===== config.mk =====
export PLATFORM = sky130hd
export DESIGN_NAME = gdms_top
export DESIGN_NICKNAME = d
export VERILOG_FILES = /design/src/gdms_pkg.sv /design/src/gdms_wdog.sv /design/src/gdms_top.sv
export SDC_FILE = /design/constraint.sdc
export NUM_CORES = 1
export LEC_CHECK = 0
export ABC_AREA = 1
export BUFFER_PORTS_ARGS = -buffer_cell sky130_fd_sc_hd__buf_4
export CAP_MARGIN = 0
export CORE_MARGIN = 5
export CORE_UTILIZATION = 35
export DETAILED_ROUTE_END_ITERATION = 6
export PLACE_DENSITY = 0.57
export SYNTH_ARGS = -nofsm -noshare
export SYNTH_HDL_FRONTEND = slang
export SYNTH_SLANG_ARGS = --single-unit

===== constraint.sdc =====
create_clock -name clk_i -period 2.4 [get_ports clk_i]
set_input_delay 0.72 -clock clk_i [delete_from_list [all_inputs] [get_ports clk_i]]
set_output_delay 0.72 -clock clk_i [all_outputs]
set_load 0.005 [all_outputs]

===== src/gdms_pkg.sv =====
/*
 Shared constants for the gate discharge mode selector: register map,
 field layout, reset values and watchdog timing.
 Assumes a 10 MHz system clock and a 32-bit AHB-Lite register bus.
*/
`default_nettype none
package gdms_pkg;

  // ----------------------------------------------------------------
  // clock and timing
  // ----------------------------------------------------------------
  localparam int unsigned CLK_HZ = 10_000_000;
  localparam int unsigned WD_SHORT_MS = 50;
  localparam int unsigned WD_LONG_MS = 200;
  localparam int unsigned WD_SHORT_CYC = CLK_HZ / 1000 * WD_SHORT_MS;
  localparam int unsigned WD_LONG_CYC = CLK_HZ / 1000 * WD_LONG_MS;

  // ----------------------------------------------------------------
  // register byte offsets
  // ----------------------------------------------------------------
  localparam logic [7:0] CTRL_OFS = 8'h00;
  localparam logic [7:0] MODE_OFS = 8'h04;
  localparam logic [7:0] WDOG_OFS = 8'h08;
  localparam logic [7:0] STAT_OFS = 8'h0C;
  localparam logic [7:0] GATE_OFS = 8'h10;

  // ----------------------------------------------------------------
  // control register fields
  // ----------------------------------------------------------------
  localparam int unsigned CTRL_PASS_BIT = 0;
  localparam int unsigned CTRL_ACTIVE_BIT = 1;
  localparam int unsigned CTRL_SLEEP_BIT = 2;
  localparam int unsigned CTRL_WDEN_BIT = 3;
  localparam int unsigned CTRL_WDLONG_BIT = 4;
  localparam int unsigned CTRL_FSCLR_BIT = 5;
  localparam logic [5:0] CTRL_RST = 6'h00;

  // ----------------------------------------------------------------
  // watchdog register: writing the service key restarts the timer
  // ----------------------------------------------------------------
  localparam logic [31:0] WD_KEY = 32'h0000_A5A5;

  // ----------------------------------------------------------------
  // status register fields
  // ----------------------------------------------------------------
  localparam int unsigned STAT_FS_BIT = 0;
  localparam int unsigned STAT_WDF_BIT = 1;
  localparam int unsigned STAT_FORCE_BIT = 2;
  localparam int unsigned STAT_PASSIVE_BIT = 3;

  // ----------------------------------------------------------------
  // half-bridge mode codes
  // ----------------------------------------------------------------
  localparam logic [1:0] HB_OFF_LO = 2'h0;
  localparam logic [1:0] HB_OFF_HI = 2'h3;

endpackage : gdms_pkg
`default_nettype wire


===== src/gdms_wdog.sv =====
/*
 Watchdog timer for the gate discharge mode selector.
 Assumes service and enable come from logic on the same clock.
*/
`timescale 1ns/1ps
`default_nettype none

module gdms_wdog #(
  parameter int unsigned SHORT_CYC = gdms_pkg::WD_SHORT_CYC,
  parameter int unsigned LONG_CYC = gdms_pkg::WD_LONG_CYC
) (
  // clock and reset
  input wire logic clk_i,
  input wire logic rst_i,
  // control
  input wire logic enable_i,
  input wire logic long_i,
  input wire logic service_i,
  // result
  output logic expire_o
);

  logic [27:0] count;
  logic [27:0] limit;

  assign limit = long_i ? 28'(LONG_CYC - 1) : 28'(SHORT_CYC - 1);

  // RULE_07: timeout without service
  always_ff @(posedge clk_i) begin
    if (rst_i || !enable_i || service_i) begin
      count <= 28'h0000000;
      expire_o <= 1'b0;
    end else if (count >= limit) begin
      count <= 28'h0000000;
      expire_o <= 1'b1;
    end else begin
      count <= count + 28'h0000001;
      expire_o <= 1'b0;
    end
  end

endmodule : gdms_wdog

`default_nettype wire


===== src/gdms_top.sv =====
/*
 Gate discharge mode selector: chooses active current-sink discharge or
 passive pull-down discharge of every external half-bridge gate, and
 runs the watchdog that drives fail safe mode.
 Assumes fault flags arrive as asynchronous levels from the analog
 stage and that software reaches the registers over AHB-Lite.
*/
// Notes on behaviour
// RULE_01: active mode, all bridges off: current sinks discharge every gate.
// RULE_02: passive bit set, all bridges off: pull-down resistors instead.
// RULE_03: sleep mode always uses passive discharge on all gates.
// RULE_04: active mode with no MOSFET on may use passive discharge.
// RULE_05: faults, charge pump off or fail safe force passive discharge.
// RULE_06: pull-up diagnostic current on each high source in active mode.
// RULE_07: watchdog timeout sets failure flag, fail safe, all MOSFETs off.
// RULE_08: selection recomputed every cycle; faults act on next cycle (here on the third edge, via the two-flop synchroniser).
`timescale 1ns/1ps
`default_nettype none

module gdms_top #(
  parameter int unsigned NUM_HB = 8,
  parameter int unsigned WD_SHORT = gdms_pkg::WD_SHORT_CYC,
  parameter int unsigned WD_LONG = gdms_pkg::WD_LONG_CYC
) (
  // clock and reset
  input wire logic clk_i,
  input wire logic rst_i,
  // ahb-lite slave
  input wire logic hsel_i,
  input wire logic [31:0] haddr_i,
  input wire logic [1:0] htrans_i,
  input wire logic hwrite_i,
  input wire logic [2:0] hsize_i,
  input wire logic [31:0] hwdata_i,
  input wire logic hready_i,
  output logic [31:0] hrdata_o,
  output logic hreadyout_o,
  output logic hresp_o,
  // fault levels from the analog stage
  input wire logic overtemp_i,
  input wire logic supply_uv_i,
  input wire logic supply_ov_i,
  input wire logic cp_uv_i,
  input wire logic cp_off_i,
  // gate drive controls, one bit per half-bridge
  output logic [NUM_HB-1:0] high_sink_en_o,
  output logic [NUM_HB-1:0] low_sink_en_o,
  output logic [NUM_HB-1:0] high_pulldown_en_o,
  output logic [NUM_HB-1:0] low_pulldown_en_o,
  output logic [NUM_HB-1:0] high_source_pullup_en_o,
  output logic [NUM_HB-1:0] high_on_o,
  output logic [NUM_HB-1:0] low_on_o,
  // state
  output logic fail_safe_o
);

  // ----------------------------------------------------------------
  // fault input synchronisers
  // ----------------------------------------------------------------
  // levels only: a glitch shorter than one clock may be missed
  logic [4:0] flt_meta;
  logic [4:0] flt_sync;

  always_ff @(posedge clk_i) begin
    if (rst_i) begin
      flt_meta <= 5'h00;
      flt_sync <= 5'h00;
    end else begin
      flt_meta <= {overtemp_i, supply_uv_i, supply_ov_i, cp_uv_i, cp_off_i};
      flt_sync <= flt_meta;
    end
  end

  // ----------------------------------------------------------------
  // registers
  // ----------------------------------------------------------------
  logic [5:0] ctrl;
  logic [2*NUM_HB-1:0] halfbridge_mode_field;
  logic fail_safe;
  logic wd_fail;

  wire logic bridge_passive_bit = ctrl[gdms_pkg::CTRL_PASS_BIT];
  wire logic active_mode = ctrl[gdms_pkg::CTRL_ACTIVE_BIT];
  wire logic sleep_mode = ctrl[gdms_pkg::CTRL_SLEEP_BIT];
  wire logic wd_enable = ctrl[gdms_pkg::CTRL_WDEN_BIT];
  wire logic wd_long = ctrl[gdms_pkg::CTRL_WDLONG_BIT];

  // ----------------------------------------------------------------
  // ahb-lite address phase capture
  // ----------------------------------------------------------------
  logic dp_write;
  logic dp_read;
  logic [7:0] dp_addr;

  wire logic ap_valid = hsel_i && htrans_i[1] && hready_i;

  always_ff @(posedge clk_i) begin
    if (rst_i) begin
      dp_write <= 1'b0;
      dp_read <= 1'b0;
      dp_addr <= 8'h00;
    end else begin
      dp_write <= ap_valid && hwrite_i;
      dp_read <= ap_valid && !hwrite_i;
      dp_addr <= ap_valid ? haddr_i[7:0] : dp_addr;
    end
  end

  // whole aligned words only: a byte address must match exactly
  function automatic logic addr_hit(input logic [7:0] a,
    input logic [7:0] ofs);
    addr_hit = (a == ofs);
  endfunction : addr_hit

  wire logic wr_ctrl = dp_write && addr_hit(dp_addr, gdms_pkg::CTRL_OFS);
  wire logic wr_mode = dp_write && addr_hit(dp_addr, gdms_pkg::MODE_OFS);
  wire logic wr_wdog = dp_write && addr_hit(dp_addr, gdms_pkg::WDOG_OFS);
  wire logic wd_service = wr_wdog && hwdata_i == gdms_pkg::WD_KEY;
  wire logic fs_clear = wr_ctrl && hwdata_i[gdms_pkg::CTRL_FSCLR_BIT];

  // ----------------------------------------------------------------
  // watchdog and fail safe
  // ----------------------------------------------------------------
  logic wd_expire;

  gdms_wdog #(
    .SHORT_CYC(WD_SHORT),
    .LONG_CYC(WD_LONG)
  ) u_wdog (
    .clk_i(clk_i),
    .rst_i(rst_i),
    .enable_i(wd_enable && !fail_safe),
    .long_i(wd_long),
    .service_i(wd_service),
    .expire_o(wd_expire)
  );

  // expiry beats a clear in the same cycle, so a late clear cannot
  // hide a timeout that software never saw
  // RULE_07: enter fail safe
  always_ff @(posedge clk_i) begin
    if (rst_i) begin
      fail_safe <= 1'b0;
    end else begin
      fail_safe <= wd_expire || (fail_safe && !fs_clear);
    end
  end

  // RULE_07: failure flag
  always_ff @(posedge clk_i) begin
    if (rst_i) begin
      wd_fail <= 1'b0;
    end else begin
      wd_fail <= wd_expire || (wd_fail && !fs_clear);
    end
  end

  // ----------------------------------------------------------------
  // control and mode registers
  // ----------------------------------------------------------------
  // clear bit is a strobe: never stored, always reads 0
  always_ff @(posedge clk_i) begin
    if (rst_i) begin
      ctrl <= gdms_pkg::CTRL_RST;
    end else if (wr_ctrl) begin
      ctrl <= {1'b0, hwdata_i[4:0]};
    end
  end

  always_ff @(posedge clk_i) begin
    if (rst_i) begin
      halfbridge_mode_field <= '0;
    end else if (wr_mode) begin
      halfbridge_mode_field <= hwdata_i[2*NUM_HB-1:0];
    end
  end

  // ----------------------------------------------------------------
  // discharge selection
  // ----------------------------------------------------------------
  function automatic logic hb_off(input logic [1:0] m);
    hb_off = (m == gdms_pkg::HB_OFF_LO) || (m == gdms_pkg::HB_OFF_HI);
  endfunction : hb_off

  logic [NUM_HB-1:0] hb_idle;
  logic [NUM_HB-1:0] hb_high;
  logic [NUM_HB-1:0] hb_low;

  // 01 low on, 10 high on; both other codes leave the bridge off
  for (genvar i = 0; i < NUM_HB; i++) begin : g_hb
    assign hb_idle[i] = hb_off(halfbridge_mode_field[2*i +: 2]);
    assign hb_high[i] = halfbridge_mode_field[2*i +: 2] == 2'h2;
    assign hb_low[i] = halfbridge_mode_field[2*i +: 2] == 2'h1;
  end

  wire logic all_idle = &hb_idle;

  // RULE_05: active sinks need the charge pump
  wire logic force_passive = (|flt_sync) || fail_safe;

  // RULE_02: bridge_passive_select when idle
  // RULE_04: idle active mode may save current
  wire logic bridge_passive_select = bridge_passive_bit && all_idle;

  // RULE_03: sleep always passive
  wire logic passive = sleep_mode || !active_mode || force_passive
    || bridge_passive_select;

  // driving is refused while passive is forced or in sleep
  wire logic drive_ok = active_mode && !sleep_mode && !force_passive;

  wire logic [NUM_HB-1:0] next_high_on = drive_ok ? hb_high : '0;
  wire logic [NUM_HB-1:0] next_low_on = drive_ok ? hb_low : '0;

  // RULE_01: sinks on idle or non-driven gates
  wire logic [NUM_HB-1:0] next_high_sink = passive ? '0 : ~next_high_on;
  wire logic [NUM_HB-1:0] next_low_sink = passive ? '0 : ~next_low_on;
  wire logic [NUM_HB-1:0] next_high_pd = passive ? ~next_high_on : '0;
  wire logic [NUM_HB-1:0] next_low_pd = passive ? ~next_low_on : '0;

  // RULE_06: source pull-up in active mode
  wire logic [NUM_HB-1:0] next_pullup =
    (active_mode && !sleep_mode) ? '1 : '0;

  // RULE_08: outputs refreshed every cycle
  always_ff @(posedge clk_i) begin
    if (rst_i) begin
      high_on_o <= '0;
      low_on_o <= '0;
    end else begin
      high_on_o <= next_high_on;
      low_on_o <= next_low_on;
    end
  end

  // RULE_01: sink enables
  always_ff @(posedge clk_i) begin
    if (rst_i) begin
      high_sink_en_o <= '0;
      low_sink_en_o <= '0;
    end else begin
      high_sink_en_o <= next_high_sink;
      low_sink_en_o <= next_low_sink;
    end
  end

  // passive pull-downs hold every gate through reset
  always_ff @(posedge clk_i) begin
    if (rst_i) begin
      high_pulldown_en_o <= '1;
      low_pulldown_en_o <= '1;
    end else begin
      high_pulldown_en_o <= next_high_pd;
      low_pulldown_en_o <= next_low_pd;
    end
  end

  // fail safe shows one cycle late, in step with the gate outputs
  always_ff @(posedge clk_i) begin
    if (rst_i) begin
      high_source_pullup_en_o <= '0;
      fail_safe_o <= 1'b0;
    end else begin
      high_source_pullup_en_o <= next_pullup;
      fail_safe_o <= fail_safe;
    end
  end

  // ----------------------------------------------------------------
  // read data
  // ----------------------------------------------------------------
  wire logic [31:0] stat_word = {28'h0000000, passive, force_passive,
    wd_fail, fail_safe};
  wire logic [31:0] gate_word = {16'h0000,
    8'(high_pulldown_en_o), 8'(high_sink_en_o)};

  wire logic ap_read = ap_valid && !hwrite_i;
  wire logic rd_ctrl = addr_hit(haddr_i[7:0], gdms_pkg::CTRL_OFS);
  wire logic rd_mode = addr_hit(haddr_i[7:0], gdms_pkg::MODE_OFS);
  wire logic rd_stat = addr_hit(haddr_i[7:0], gdms_pkg::STAT_OFS);
  wire logic rd_gate = addr_hit(haddr_i[7:0], gdms_pkg::GATE_OFS);

  // taken in the address phase; unmapped reads give zero
  wire logic [31:0] next_rdata =
    !ap_read ? 32'h00000000 :
    rd_ctrl ? {27'h0000000, ctrl[4:0]} :
    rd_mode ? 32'(halfbridge_mode_field) :
    rd_stat ? stat_word :
    rd_gate ? gate_word : 32'h00000000;

  // zero-wait slave, always okay
  always_ff @(posedge clk_i) begin
    if (rst_i) begin
      hrdata_o <= 32'h00000000;
      hreadyout_o <= 1'b1;
      hresp_o <= 1'b0;
    end else begin
      hrdata_o <= next_rdata;
      hreadyout_o <= 1'b1;
      hresp_o <= 1'b0;
    end
  end

endmodule : gdms_top

`default_nettype wire


Yosys cells after proc, flatten, opt, wreduce, memory -nomap -nowiden
Cells that the tools add are included.
{ "word_totals": {"regBits": 160, "output_inout_bits": 91, "word_cells": 122, "in_bits": 79} }
{ "classes": {"n_addsub": 1, "order_cmp": 1, "reduce_logical": 55, "mux": 11, "bitwise_logic": 3, "n_eq_ne": 30} }
{ "op_table": {"columns": ["operator", "count"], "rows": [
  ["$mux 16", 3],
  ["$mux 8", 5],
  ["$eq 2x2->1 const B", 16],
  ["$eq 32x16->1 const B", 1],
  ["$add 28x1->28 const B", 1],
  ["$ge 28x28->1", 1],
  ["$mux 21", 1],
  ["$eq 2x1->1 const B", 8],
  ["$eq 8x3->1 const B", 2],
  ["$eq 8x4->1 const B", 2],
  ["$logic_not 2->1", 8],
  ["$logic_not 8->1", 2],
  ["$logic_or 1x1->1", 16],
  ["$not 8->8", 2],
  ["$logic_and 1x1->1", 15],
  ["$reduce_or 5->1", 2],
  ["$eq 8x5->1 const B", 1],
  ["$reduce_and 8->1", 1],
  ["$logic_not 1->1", 7],
  ["$reduce_or 2->1", 3],
  ["$mux 5", 1],
  ["$reduce_or 3->1", 1],
  ["$mux 1", 1],
  ["$not 1->1", 1]
]} }

Longest topological paths before layout
{ "logic_depth": {"depth_word": 8, "depth_mapped": 12, "mapped_depth_nobuf": 11} }

Modules after synthesis
Synthesis repeated with hierarchy kept, for this count alone.
{ "hier_totals": {"hier_cells": 724, "area_unflattened_um2": 6014.5} }
{ "modules_own_cells": {"columns": ["module", "area_each_um2", "cells_per_inst", "seq_area_each_um2", "instances"], "rows": [
  ["gdms_top", 4384.2, 514, 2162.1, 1],
  ["gdms_wdog", 1630.3, 210, 580.6, 1]
]} }

Worst setup path after synthesis
Ideal clock, no wire load.
{ "synth_timing": {"path_type": "input-to-reg", "start": "in rst_i", "end": "reg u_wdog.count[18]", "required_time_ns": 2.336, "path_stages": 7, "arrival_time_ns": 1.639, "slack_ns": 0.698, "setup_time_ns": 0.064, "n_path_buf": 2, "cell_sequence": "buf_4 nor3_1 inv_1 a21oi_1 nand2_2 buf_6 nor2_1"} }
{ "synth_between": {"elab_chain_len": 3} }
{ "synth_rtl": {"columns": ["item", "line_no", "rtl"], "rows": [
  ["from (decl)", "gdms_top.sv:27", "input wire logic rst_i,"],
  ["$logic_or 1x1->1 (2 in series)", "gdms_wdog.sv:30", "if (rst_i || !enable_i || service_i) begin"],
  ["$reduce_or 2->1 (no line)", null, null],
  ["to (signal assigned)", "gdms_wdog.sv:37", "count <= count + 28'h0000001;"],
  ["to (decl)", "gdms_wdog.sv:23", "logic [27:0] count;"]
]} }
Every way passes these cells.
A chain may end at the register's enable or synchronous reset.

Worst setup path in the final report
{ "layout_timing": {"start": "reg halfbridge_mode_field[10]", "end": "reg low_sink_en_o[4]"} }
{ "layout_between": {"elab_chain_len": 6, "word_cells_on_any_way": 7, "classes_between": "eq/ne: 1; reduce/logical: 6"} }
{ "layout_rtl": {"columns": ["item", "line_no", "rtl"], "rows": [
  ["from (decl)", "gdms_top.sv:78", "logic [2*NUM_HB-1:0] halfbridge_mode_field;"],
  ["from (signal assigned)", "gdms_top.sv:174", "halfbridge_mode_field <= hwdata_i[2*NUM_HB-1:0];"],
  ["$eq 2x2->1 or $logic_not 2->1 (tied branches)", "gdms_top.sv:182", "hb_off = (m == gdms_pkg::HB_OFF_LO) || (m == gdms_pkg::HB_OFF_HI);"],
  ["$logic_or 1x1->1 *", "gdms_top.sv:182", null],
  ["$reduce_and 8->1 *", "gdms_top.sv:196", "wire logic all_idle = &hb_idle;"],
  ["$logic_and 1x1->1 *", "gdms_top.sv:203", "wire logic bridge_passive_select = bridge_passive_bit && all_idle;"],
  ["$logic_or 1x1->1 *", "gdms_top.sv:207", "|| bridge_passive_select;"],
  ["$reduce_or 2->1 (no line) *", null, null],
  ["to (signal assigned)", "gdms_top.sv:243", "low_sink_en_o <= next_low_sink;"],
  ["to (decl)", "gdms_top.sv:47", "output logic [NUM_HB-1:0] low_sink_en_o,"]
]} }
Every way passes the cells marked *; elsewhere a longest branch is shown, timed or not.

==> run summary <==
DP HPWL = 10300 um
Worst-path fanout max = 12
Worst Skew = 11.76 ps
Setup TNS Final = 0 ps
Layout cells sized above 1 = 0.2393
Required time worst endpoint = 2710 ps
Sequential area share after synthesis = 0.4879
Post-Place Cell Area = 0.006729 mm2
Setup crit start = halfbridge_mode_field[10]
Syn avg cell area = 8.089 um2
H-tree depth = 4
Final Critical Period = 1884 ps
Setup WS pre-CTS = 314.7 ps
Synth Warn # = 0
Total Routed Length = 13320 um
# resized after CTS = 0
Vias = 4434
Total Routing Usage GR = 0.1443
Reg clk slew, reported paths = 60 ps
GPL Wtd Cong = 0.7676
Critical R2R Launch = halfbridge_mode_field[10]
Total power = 5.114 mW
Post-synthesis cell type count = 38
Hold_sp = flt_meta[1]
Fin. max-slew vios = 0
Max Clock Freq = 530.9 MHz
Seq cells post-synth = 137
Final layout net count = 935
Ant. Diodes = 0
Routed Antenna Nets = 0
Total congestion overflow = 0
Core area = 0.01583 mm2
DIE AREA = 0.01870 mm2
Drt pass-1 iters = 4
Clk Tree Root Cell = clkbuf_16
Post-route DRC = 0
Bufs on Longest Clock Path = 2
CTS Buf Count = 17
Placed cells = 1028
Post-CTS Setup Bufs = 0
Worst Slack Setup Final = 516.4 ps
Max-Cap Viols = 0
Post-route cell area = 0.007327 mm2
Hold Buf Count CTS = 0
CP Class = flop to flop
Worst Hold Class = flop to flop
Initial Util = 0.3552
Commonest non-fill, non-tap cells in the layout = 137 x dfxtp_1, 137 x buf_4, 122 x nor2_1
Chip width = 136.7 um
Final non-filler cell total = 1060
Num rows = 46
Crit start category = flop
CP arrival = 2190 ps
Maximum number of pins on one net before global-route repair = 33
CTS tree = built
Vias in the first global route = 4216
First-pass GRT wire length = 20670 um
Vias/cell = 4.183
Syn Inst Count = 695
Fin util = 0.4629
CP Capture Type = flop
Layout area overhead = 30.34%
Final Hold Viols = 0
Pwr Density = 697.9 mW/mm2
Crit share post-route = 0.7848
Post-Syn Area = 0.005622 mm2
WHS = 401.0 ps
Clk Latency, worst-skew pair = 420 ps
WL/cell = 12.57 um
CTS Sinks = 137
PortBufs = 123
First DRT Iteration DRCs = 178
RSZ-0062 raised after global routing = false
Status = complete, no violations
Initial antenna violation count = 0
Leakage power = 3.205 nW
Setup violations, final = 0
Vert. Die Dim = 136.7 um
Max VDD drop = 596.1 uV
Io pins = 170
-- logic make-up after synthesis --
family / count (synthesis) / synth area share
simple gates: 305 / 0.2451
flops: 137 / 0.4879
buf+inv: 128 / 0.1091
compound gates: 84 / 0.07923
fa+ha+maj: 25 / 0.05564
xor+xnor: 14 / 0.02181
other cells: 2 / 0.001336
-- power breakdown --
part	total [mW]	internal [mW]	leakage [nW]	switching [mW]
sequential	2.31	2.30	1.11	0.00969
clock	2.61	1.58	0.282	1.03
combinational	0.194	0.0894	1.81	0.104
-- cell usage after synthesis --
library cell | count | area (um2)
nor3_2 | 3 | 30.03
and3_1 | 1 | 6.260
or2_0 | 1 | 6.260
conb_1 | 2 | 7.510
clkinv_1 | 1 | 3.750
o21ai_0 | 31 | 155.2
nand4_1 | 4 | 25.02
buf_2 | 4 | 20.02
and2_1 | 1 | 6.260
o21a_1 | 1 | 7.510
nor3b_1 | 1 | 7.510
o22ai_1 | 2 | 12.51
dfxtp_1 | 137 | 2743
nor4_1 | 1 | 6.260
a21oi_1 | 44 | 220.2
nand3b_2 | 1 | 11.26
o21ai_2 | 1 | 8.760
nor2_2 | 9 | 56.30
clkbuf_1 | 9 | 33.78
a211oi_1 | 3 | 22.52
or2_2 | 1 | 6.260
ha_1 | 25 | 312.8
nor3_1 | 11 | 55.05
a21boi_0 | 1 | 7.510
buf_8 | 1 | 15.01
nand2_1 | 111 | 416.7
xnor2_1 | 2 | 17.52
nand3_4 | 1 | 17.52
inv_1 | 83 | 311.6
nor2_4 | 13 | 146.4
o2111a_1 | 1 | 11.26
nand2_2 | 2 | 12.51
buf_4 | 27 | 202.7
nand3_1 | 22 | 110.1
inv_2 | 1 | 3.750
xor2_1 | 12 | 105.1
nor2_1 | 122 | 457.9
buf_6 | 2 | 22.52
-- final timing paths --
path	to	slack, ps	depth (start not counted)
setup / recovery	low_sink_en_o[4]	520	9
hold / removal	flt_sync[1]	400	2
setup reg to reg	low_sink_en_o[4]	520	9
hold reg to reg	flt_sync[1]	400	2
-- layout make-up --
cell class | count | area (um2)
Fill cell | 1598 | 8501
Sequential cell | 137 | 2743
Multi-Input combinational cell | 452 | 2349
Timing Repair Buffer | 138 | 1049
Clock buffer | 18 | 439.2
Inverter | 85 | 319.1
Tap cell | 216 | 270.3
Clock inverter | 14 | 158.9
-- routing by layer --
layer | up-vias | part of all wire | routed length, um | track usage
li1 | 2389 | - | - | -
met1 | 1945 | 0.44 | 5882 | 0.1720
met2 | 96 | 0.49 | 6495 | 0.2462
met3 | 4 | 0.068 | 912 | 0.04926
met4 | 0 | 0.0025 | 33 | 0.04199
met5 | - | 0 | 0 | 0
-- worst max-delay path, stage by stage, from the launching register on --
cell and delay [ps]:
dfxtp_1 360, inv_1 70, ha_1 270, and3_1 180, nand3_1 90, o21ai_2 190
nor2_4 50, inv_2 280, buf_4 260, nor2_4 30
-- sequential cells by signal, indices dropped and copies added (netlist names), 5 cells and up --
name and count:
ctrl 5, dp_addr 8, flt_meta 5, flt_sync 5, halfbridge_mode_field 16, high_on_o 8
high_pulldown_en_o 8, high_sink_en_o 8, hrdata_o 16, low_on_o 8, low_pulldown_en_o 8, low_sink_en_o 8
u_wdog.count 28
No activity file was read; power rests on OpenSTA's default activity.
